[src/dpcr_pkg.sv]
// Shared constants and carriers for the digital I/O port configuration block
// Assumes one host clock domain; pin levels arrive already synchronous
package dpcr_pkg;
  // ----------------------------------------
  // Port organisation
  // ----------------------------------------
  localparam int DPCR_GROUPS = 2;
  localparam int PORT_W = 8;
  localparam int NIB_W = 4;
  localparam int GRP_W = 3 * PORT_W;
  localparam int DIO_W = DPCR_GROUPS * GRP_W;
  localparam logic [PORT_W-1:0] PORT_ONES = 8'hff;
  localparam logic [PORT_W-1:0] PORT_ZEROS = 8'h00;
  localparam logic [NIB_W-1:0] NIB_ONES = 4'hf;
  localparam logic [NIB_W-1:0] NIB_ZEROS = 4'h0;
  // ----------------------------------------
  // Direction control word bits, 1 = input
  // ----------------------------------------
  localparam int CW_FIRST_BIT = 4;
  localparam int CW_THI_BIT = 3;
  localparam int CW_SECOND_BIT = 1;
  localparam int CW_TLO_BIT = 0;
  // Output data write strobes within a group
  localparam int OUT_FIRST = 2;
  localparam int OUT_SECOND = 1;
  localparam int OUT_THIRD = 0;
  // ----------------------------------------
  // Counters and interrupt sources
  // ----------------------------------------
  localparam int CNT_NUM = 3;
  localparam int CNT_W = 16;
  localparam logic [CNT_W-1:0] CNT_ZERO = 16'h0000;
  localparam logic [CNT_W-1:0] CNT_ONE = 16'h0001;
  localparam int TMR_A = 0;
  localparam int TMR_B = 1;
  localparam int EVT_C = 2;
  localparam int THIRD_BIT0 = 0;
  localparam int THIRD_BIT4 = 4;
  localparam int IRQ_W = 6;
  localparam int IRQ_TMR_B = 4;
  localparam int IRQ_EVT_C = 5;
  localparam logic [IRQ_W-1:0] IRQ_NONE = 6'h00;
  // ----------------------------------------
  // Types
  // ----------------------------------------
  typedef struct packed {
    logic first;
    logic second;
    logic third_lo;
    logic third_hi;
  } dpcr_unit_s;
  typedef struct packed {
    logic [PORT_W-1:0] first;
    logic [PORT_W-1:0] second;
    logic [PORT_W-1:0] third;
  } dpcr_port_s;
  typedef enum logic {
    DPCR_INIT = 1'b0,
    DPCR_RUN = 1'b1
  } dpcr_st_e;
endpackage

[src/dpcr_group.sv]
// One group of three ports: direction, output values and warm-reset retention
// Assumes por_n falls only at power loss, rst_n on every host reset
`timescale 1ns/100ps
module dpcr_group
  import dpcr_pkg::*;
(
  input wire logic clock,
  input wire logic rst_n,
  input wire logic por_n,
  input wire logic retain_en,
  input wire dpcr_unit_s strap,
  input wire logic cw_wr,
  input wire logic [PORT_W-1:0] cw_data,
  input wire logic [2:0] out_wr,
  input wire logic [PORT_W-1:0] out_data,
  output dpcr_port_s pin_out,
  output dpcr_port_s pin_oe,
  output logic ready
);
  dpcr_st_e st_reg, st_next;
  dpcr_unit_s dir_reg, dir_next, ret_dir_reg, ret_dir_next;
  dpcr_port_s out_reg, out_next, oe_reg, oe_next, ret_out_reg, ret_out_next;
  logic ret_valid_reg, ret_valid_next;

  // ----------------------------------------
  // Live port state
  // ----------------------------------------
  // Next direction and output values
  always_comb begin
    st_next = st_reg;
    dir_next = dir_reg;
    out_next = out_reg;
    case (st_reg)
      DPCR_INIT: begin
        st_next = DPCR_RUN;
        if (retain_en && ret_valid_reg) begin
          dir_next = ret_dir_reg;
          out_next = ret_out_reg;
        end else begin
          // no retention, every reset gives defaults
          // software ports come up input high
          dir_next = ~strap;
          // forced ports come up driving low
          out_next.first = strap.first ? PORT_ZEROS : PORT_ONES;
          out_next.second = strap.second ? PORT_ZEROS : PORT_ONES;
          out_next.third = {strap.third_hi ? NIB_ZEROS : NIB_ONES,
                            strap.third_lo ? NIB_ZEROS : NIB_ONES};
        end
      end
      DPCR_RUN: begin
        if (cw_wr) begin
          dir_next.first = cw_data[CW_FIRST_BIT];
          dir_next.second = cw_data[CW_SECOND_BIT];
          dir_next.third_lo = cw_data[CW_TLO_BIT];
          dir_next.third_hi = cw_data[CW_THI_BIT];
        end
        if (out_wr[OUT_FIRST]) out_next.first = out_data;
        if (out_wr[OUT_SECOND]) out_next.second = out_data;
        if (out_wr[OUT_THIRD]) out_next.third = out_data;
      end
      default: st_next = DPCR_INIT;
    endcase
    dir_next = dir_next & ~strap;
    // nibbles of the third port steer separately
    oe_next.first = {PORT_W{~dir_next.first}};
    oe_next.second = {PORT_W{~dir_next.second}};
    oe_next.third = {{NIB_W{~dir_next.third_hi}}, {NIB_W{~dir_next.third_lo}}};
  end

  // Live registers, cleared by every host reset
  always_ff @(posedge clock or negedge rst_n) begin
    if (!rst_n) begin
      st_reg <= DPCR_INIT;
      dir_reg <= '1;
      out_reg <= '1;
      oe_reg <= '0;
    end else begin
      st_reg <= st_next;
      dir_reg <= dir_next;
      out_reg <= out_next;
      oe_reg <= oe_next;
    end
  end

  // ----------------------------------------
  // Retained copy
  // ----------------------------------------
  // every port recorded, forced or not
  always_comb begin
    ret_dir_next = ret_dir_reg;
    ret_out_next = ret_out_reg;
    ret_valid_next = ret_valid_reg;
    if (st_reg == DPCR_RUN) begin
      ret_dir_next = dir_reg;
      ret_out_next = out_reg;
      ret_valid_next = 1'b1;
    end
  end

  // only power-on reset touches this storage
  // power loss drops the retained copy
  always_ff @(posedge clock or negedge por_n) begin
    if (!por_n) begin
      ret_dir_reg <= '1;
      ret_out_reg <= '1;
      ret_valid_reg <= 1'b0;
    end else begin
      ret_dir_reg <= ret_dir_next;
      ret_out_reg <= ret_out_next;
      ret_valid_reg <= ret_valid_next;
    end
  end

  assign pin_out = out_reg;
  assign pin_oe = oe_reg;
  assign ready = (st_reg == DPCR_RUN);
endmodule

[src/dpcr_top.sv]
// Digital I/O port configuration with retention, counters and interrupt sources
// Assumes straps are static; ext clocks and pins are synchronous to clock
//
// Overview of operation
// - Forty-eight lines as six 8-bit ports in two groups of three.
// - Third port of each group has separate low and high nibble direction.
// - Software ports start as inputs reading high unless state is restored.
// - Forced-output ports ignore software attempts to make them inputs.
// - Forced-output ports start driving low unless state is restored.
// - With retention, direction and outputs are restored after a warm reset.
// - Retention covers software ports and forced-output ports alike.
// - Power loss clears retained state, so power-on gives the defaults.
// - Without retention every reset returns all ports to defaults.
// - Each counter picks external clock or internal source by strap.
// - Second timer internal source is first timer output, forming a cascade.
// - Interrupts come from third-port bits 0 and 4, timer two, counter three.
// - Third counter is a 16-bit event counter raising an event interrupt.
// - Interrupt output pin rises together with the host interrupt.
// - Interrupt pin is high while pending and low once cleared.
// - Control word D4 first, D3 third high, D1 second, D0 third low.
// - Control word has no effect on strap-forced output ports.
`timescale 1ns/100ps
module dpcr_top
  import dpcr_pkg::*;
#(
  parameter int INT_CLK_DIV = 4
) (
  input wire logic clock,
  input wire logic rst_n,
  input wire logic por_n,
  input wire logic retain_state_strap,
  input wire logic grp0_first_port_dir_strap,
  input wire logic grp0_second_port_dir_strap,
  input wire logic grp0_third_low_nibble_strap,
  input wire logic grp0_third_high_nibble_strap,
  input wire logic grp1_first_port_dir_strap,
  input wire logic grp1_second_port_dir_strap,
  input wire logic grp1_third_low_nibble_strap,
  input wire logic grp1_third_high_nibble_strap,
  input wire logic timer_a_clock_select,
  input wire logic timer_b_clock_select,
  input wire logic event_counter_clock_select,
  input wire logic [DPCR_GROUPS-1:0] cw_wr,
  input wire logic [PORT_W-1:0] cw_data,
  input wire logic [3*DPCR_GROUPS-1:0] out_wr,
  input wire logic [PORT_W-1:0] out_data,
  input wire logic [DIO_W-1:0] pin_in,
  output logic [DIO_W-1:0] pin_out,
  output logic [DIO_W-1:0] pin_oe,
  output logic [DIO_W-1:0] port_read,
  input wire logic [CNT_NUM-1:0] ext_clk,
  input wire logic [CNT_NUM-1:0][CNT_W-1:0] cnt_reload,
  output logic [CNT_NUM-1:0] cnt_out,
  input wire logic [IRQ_W-1:0] irq_enable,
  input wire logic [IRQ_W-1:0] irq_clear,
  output logic [IRQ_W-1:0] irq_status,
  output logic host_irq,
  output logic int_out
);
  localparam int DIV_W = $clog2(INT_CLK_DIV + 1);
  localparam logic [DIV_W-1:0] DIV_LAST = DIV_W'(INT_CLK_DIV - 1);

  dpcr_unit_s strap_g [DPCR_GROUPS];
  dpcr_port_s g_out [DPCR_GROUPS];
  dpcr_port_s g_oe [DPCR_GROUPS];
  logic [DPCR_GROUPS-1:0] g_ready;
  logic [DIO_W-1:0] read_reg, read_next;
  logic [CNT_NUM-1:0] sel_int, tick, term_next, term_reg, ext_prev_reg;
  logic [CNT_W-1:0] cnt_reg [CNT_NUM];
  logic [CNT_W-1:0] cnt_next [CNT_NUM];
  logic [DIV_W-1:0] div_reg, div_next;
  logic div_tick;
  logic [3:0] irq_line, line_prev_reg;
  logic [IRQ_W-1:0] irq_ev, stat_reg, stat_next;
  logic irq_reg, irq_next;
  logic grp0_third_bit0_irq_line, grp0_third_bit4_irq_line;
  logic grp1_third_bit0_irq_line, grp1_third_bit4_irq_line;

  // ----------------------------------------
  // Port groups
  // ----------------------------------------
  // Strap sets per group, 1 = forced output
  assign strap_g[0] = '{grp0_first_port_dir_strap, grp0_second_port_dir_strap,
                        grp0_third_low_nibble_strap, grp0_third_high_nibble_strap};
  assign strap_g[1] = '{grp1_first_port_dir_strap, grp1_second_port_dir_strap,
                        grp1_third_low_nibble_strap, grp1_third_high_nibble_strap};

  // two identical groups of three ports
  for (genvar g = 0; g < DPCR_GROUPS; g++) begin : gen_grp
    dpcr_group u_grp (
      .clock(clock),
      .rst_n(rst_n),
      .por_n(por_n),
      .retain_en(retain_state_strap),
      .strap(strap_g[g]),
      .cw_wr(cw_wr[g]),
      .cw_data(cw_data),
      .out_wr(out_wr[3*g +: 3]),
      .out_data(out_data),
      .pin_out(g_out[g]),
      .pin_oe(g_oe[g]),
      .ready(g_ready[g])
    );
    assign pin_out[GRP_W*g +: GRP_W] = g_out[g];
    assign pin_oe[GRP_W*g +: GRP_W] = g_oe[g];
  end

  // Readback: driven value on outputs, pin level on inputs
  always_comb begin
    read_next = (pin_oe & pin_out) | (~pin_oe & pin_in);
  end

  // ----------------------------------------
  // Counters
  // ----------------------------------------
  assign sel_int = {event_counter_clock_select, timer_b_clock_select,
                    timer_a_clock_select};
  assign div_tick = (div_reg == DIV_LAST);

  // Tick selection, count and terminal pulse
  always_comb begin
    div_next = div_tick ? '0 : div_reg + 1'b1;
    for (int i = 0; i < CNT_NUM; i++) begin
      tick[i] = sel_int[i] ? div_tick : (ext_clk[i] & ~ext_prev_reg[i]);
      cnt_next[i] = cnt_reg[i];
    end
    // timer two counts timer one terminals
    if (sel_int[TMR_B]) tick[TMR_B] = term_reg[TMR_A];
    for (int i = 0; i < CNT_NUM; i++) begin
      term_next[i] = tick[i] && (cnt_reg[i] == CNT_ZERO);
      if (tick[i]) cnt_next[i] = term_next[i] ? cnt_reload[i] : cnt_reg[i] - CNT_ONE;
    end
  end

  // Counter registers
  always_ff @(posedge clock or negedge rst_n) begin
    if (!rst_n) begin
      div_reg <= '0;
      ext_prev_reg <= '0;
      term_reg <= '0;
      for (int i = 0; i < CNT_NUM; i++) cnt_reg[i] <= CNT_ZERO;
    end else begin
      div_reg <= div_next;
      ext_prev_reg <= ext_clk;
      term_reg <= term_next;
      for (int i = 0; i < CNT_NUM; i++) cnt_reg[i] <= cnt_next[i];
    end
  end

  // ----------------------------------------
  // Interrupts
  // ----------------------------------------
  assign grp0_third_bit0_irq_line = read_reg[THIRD_BIT0];
  assign grp0_third_bit4_irq_line = read_reg[THIRD_BIT4];
  assign grp1_third_bit0_irq_line = read_reg[GRP_W + THIRD_BIT0];
  assign grp1_third_bit4_irq_line = read_reg[GRP_W + THIRD_BIT4];
  assign irq_line = {grp1_third_bit4_irq_line, grp1_third_bit0_irq_line,
                     grp0_third_bit4_irq_line, grp0_third_bit0_irq_line};

  // Sticky status, event wins over clear
  always_comb begin
    // event counter terminal raises its flag
    irq_ev = {term_reg[EVT_C], term_reg[TMR_B], irq_line & ~line_prev_reg} & irq_enable;
    stat_next = (stat_reg & ~irq_clear) | irq_ev;
    irq_next = |stat_next;
  end

  // pin and host request from one flop
  always_ff @(posedge clock or negedge rst_n) begin
    if (!rst_n) begin
      // Idle high like pulled-up inputs, so release makes no false edge
      read_reg <= '1;
      line_prev_reg <= '1;
      stat_reg <= IRQ_NONE;
      irq_reg <= 1'b0;
    end else begin
      read_reg <= read_next;
      line_prev_reg <= irq_line;
      stat_reg <= stat_next;
      irq_reg <= irq_next;
    end
  end

  assign port_read = read_reg;
  assign cnt_out = term_reg;
  assign irq_status = stat_reg;
  assign host_irq = irq_reg;
  assign int_out = irq_reg;
endmodule

[config.mk]
export PLATFORM = sky130hd
export DESIGN_NAME = dpcr_top
export DESIGN_NICKNAME = d
export VERILOG_FILES = /design/src/dpcr_pkg.sv /design/src/dpcr_group.sv /design/src/dpcr_top.sv
export SDC_FILE = /design/constraint.sdc
export NUM_CORES = 1
export LEC_CHECK = 0
export ABC_AREA = 1
export BUFFER_PORTS_ARGS = -buffer_cell sky130_fd_sc_hd__buf_4
export CAP_MARGIN = 5
export CORE_MARGIN = 4
export CORE_UTILIZATION = 40
export CTS_CLUSTER_DIAMETER = 200
export CTS_CLUSTER_SIZE = 14
export DETAILED_ROUTE_END_ITERATION = 6
export HOLD_SLACK_MARGIN = 0.1
export SKIP_LAST_GASP = 1
export SLEW_MARGIN = 20
export SYNTH_ARGS = -nofsm -noshare
export SYNTH_HDL_FRONTEND = slang
export SYNTH_HIERARCHICAL = 1
export SYNTH_SLANG_ARGS = --single-unit
[constraint.sdc]
create_clock -name clock -period 2.65 [get_ports clock]
set_input_delay 0.1325 -clock clock [delete_from_list [all_inputs] [get_ports clock]]
set_output_delay 0.1325 -clock clock [all_outputs]
set_load 0.01 [all_outputs]
==> impl_metrics.py <==
metrics = {
    "global_routing": {
        "grt_pass1_wl_um": 57400,
        "grtUsageTotal_pct": 20.6,
        "grt.overflow.total": 0,
        "grt_antenna_before_repair": 0,
        "grt_pass1_vias": 11000,
        "grt_max_degree": 64,
    },
    "cts": {
        "cts_setup_buffers": 0,
        "cts.sinks": 240,
        "htreeDepth": 1,
        "clk_pin_slew_ns": 0.07,
        "clk_latency_ns": 0.52,
        "cts_max_path_buffers": 3,
        "numCtsBuffers": 21,
        "cts_tree": "yes",
        "root_buffer": "clkbuf_16",
    },
    "placement": {
        "io_buffer_count": 300,
        "post-dp-hpwl_um": 24800,
        "post_dp_cell_area_um2": 14700,
        "place.gp.congestion": 0.889,
    },
    "timing": {
        "finalHoldViolCount": 0,
        "period_needed_ns": 2.44,
        "drv_slew": 0,
        "max_freq_mhz": 410,
        "tns_ns": 0,
        "finalSetupViolCount": 0,
        "worst_pin_slew_ns": 0.815,
        "fin_crit_sh_pct": 91.9,
        "clock_skew_ns": 0.0170,
        "slew_headroom_pct": 45.7,
        "rsz0062_at_grt": "false",
        "whs_ns": 0.116,
    },
    "critical_path": {
        "crit_path_start_kind": "flip-flop",
        "critPathCaptureType": "flip-flop",
        "worst-path-buf-inv": 2,
        "critPathMaxStageDelay_ns": 0.56,
        "worstPathCellList": "inv_1 -> ha_1 -> nand2_1 -> nor2_1 -> nand3_1 -> nor2_2 -> nand2_1 -> o211ai_1 -> dlygate4sd3_1",
        "slowest_stage": "dlygate4sd3_1",
        "arrival_ns": 2.88,
        "cp_common_cell": "nand2_1",
        "crit_type": "flip-flop to flip-flop",
        "cp.required_ns": 3.09,
        "cp_top_family": "simple AND/OR/NAND/NOR gates",
        "crit_fanout": 12,
        "reg2reg_slack_ns": 0.21,
    },
    "logic_synthesis": {
        "synth-main-ff-cell": "dfstp_2",
        "synthArstFlopShare_pct": 100,
        "synth_edf_count": 0,
        "synthCells": 1531,
        "synthTopCellsByCount": "483 x nand2_1, 194 x nor2_1, 164 x dfstp_2",
        "yosysWarnings": 6,
        "synth_top_area_share_pct": 34.5,
        "syn_nets": 1688,
        "ys_seq_area_share_pct": 49.7,
        "netlist_area_um2": 12500,
        "synth_top_area_cell": "dfstp_2",
        "yosysMostFrequentCell": "nand2_1",
        "ys_ff_latch": 240,
        "avgSynthCellArea_um2": 8.16,
        "synth_cell_types": 34,
        "yosys-top-cells-area": "dfstp_2 34%, dfrtp_1 15%, nand2_1 15%, nor2_1 5.8%, inv_1 4.8%",
    },
    "power": {
        "pwr_density_cell_nw_per_um2": 736,
        "p_leak_nw": 8.52,
        "peakVddDrop_mv": 0.407,
    },
    "route": {
        "drc_errors": 0,
        "drt_iter0_markers": 706,
        "avgRoutedWirePerCell_um": 15.1,
        "dr_wl_met3_um": 2060,
        "vias": 11000,
        "routed_via_density": 4.70,
        "wl_met1_um": 16200,
        "met2_length_um": 16300,
        "top_layer_used": "met4",
        "ant_nets": 0,
        "wirelength_um": 35500,
        "drtPass1Iterations": 5,
    },
    "finish": {
        "post-route-cell-area_um2": 16900,
        "drive_gt1_share_pct": 32.0,
        "area_delta_synth_final_pct": 35.0,
        "fin_nets": 2095,
        "antenna_cells": 0,
    },
    "floorplan": {
        "io_pins": 305,
        "num_rows": 64,
        "start_util_pct": 40.7,
        "die_y_um": 185,
        "core-area_um2": 30700,
        "die-area_um2": 34100,
        "die_w_um": 185,
    },
    "job": {
        "cap_viol_max_count": 0,
    },
    "worst_hold_path": {
        "hold_class": "primary input to flip-flop",
    },
    "outcome": {
        "run_status": "complete, no violations",
    },
}
-- kinds of logic (layout without fill, tap and decap cells) --
kind of cell    after synthesis  after routing  synth area share (%)
simple gates                882            882                  30.3
buf+inv                     254            675                  10.4
flops                       240            240                  49.7
compound gates               83             83                  3.45
mux                          48             48                  4.33
xor+xnor                     15             15                  1.05
fa+ha+maj                     7              7                 0.701
other cells                   2              2                0.0601
-- metal layers --
| layer | global-route usage [%] | vias to the layer above |
|---|---|---|
| met5 | 0 | - |
| met4 | 5.43 | 0 |
| met3 | 3.00 | 47 |
| met2 | 33.9 | 297 |
| met1 | 28.5 | 5176 |
| li1 | - | 5525 |
-- layout by cell type, fill, tap and decap left out, drive strengths merged --
cell type	n
buf	308
nor3	4
or2	2
mux2	48
ha	7
clkinv	1
inv	178
nand2	508
o21ai	61
nand3b	2
conb	2
nand4	17
a22oi	2
dlygate4sd3	152
dfstp	164
a21oi	16
nor2	216
o211ai	4
dfrtp	76
xnor2	3
nand3	133
clkbuf	36
xor2	12
-- report_power, final --
part / switching, mW / internal, mW / leakage [nW]
sequential: 0.698 / 4.59 / 2.67
clock: 1.40 / 1.50 / 0.287
combinational: 2.42 / 1.81 / 5.56
-- timing repair --
item / 4_1_cts / 5_1_grt
resized for setup: 0 / 1
endpoints found under the hold margin: 254 / 0
hold buffers: 152 / 0
setup endpoints to repair: 0 / 1
-- metrics by stage --
step	util [%]	worst slack (ns)	power (mW)	instances
floorplan	-	1.17	8.01	1531
global placement	48.0	0.750	9.28	2159
detailed placement	48.0	0.699	9.34	2159
CTS	55.0	0.0548	12.6	2348
global route	55.0	0.0110	13.4	2348
finish	55.0	0.214	12.4	2348
-- final timing paths --
check / startpoint / cells after the start / endpoint
worst max-delay path: cnt_reg[16] / 9 / cnt_reg[16]
worst min-delay path: timer_b_clock_select / 5 / cnt_reg[18]
worst max register to register: cnt_reg[16] / 9 / cnt_reg[16]
worst min register to register: port_read[28] / 0 / line_prev_reg[3]
max in group asynchronous: rst_n / 3 / gen_grp[0].u_grp/pin_out[14]
min in group asynchronous: rst_n / 2 / gen_grp[0].u_grp/ready
-- worst reg2reg max path, cell delays in order, from the launching register on --
cell and delay, ns:
dfrtp_1 0.36, inv_1 0.16, ha_1 0.25, nand2_1 0.08, nor2_1 0.14, nand3_1 0.11, nor2_2 0.49, nand2_1 0.11
o211ai_1 0.12, dlygate4sd3_1 0.56
-- final cells by class --
class / instances / area, um2
Clock buffer: 35 / 578
Sequential cell: 240 / 6220
Clock inverter: 2 / 25.0
Timing Repair Buffer: 461 / 3880
Inverter: 177 / 679
Tap cell: 396 / 495
Fill cell: 2828 / 13800
Multi-Input combinational cell: 1037 / 4980
Power figures use the tool's default switching activity.
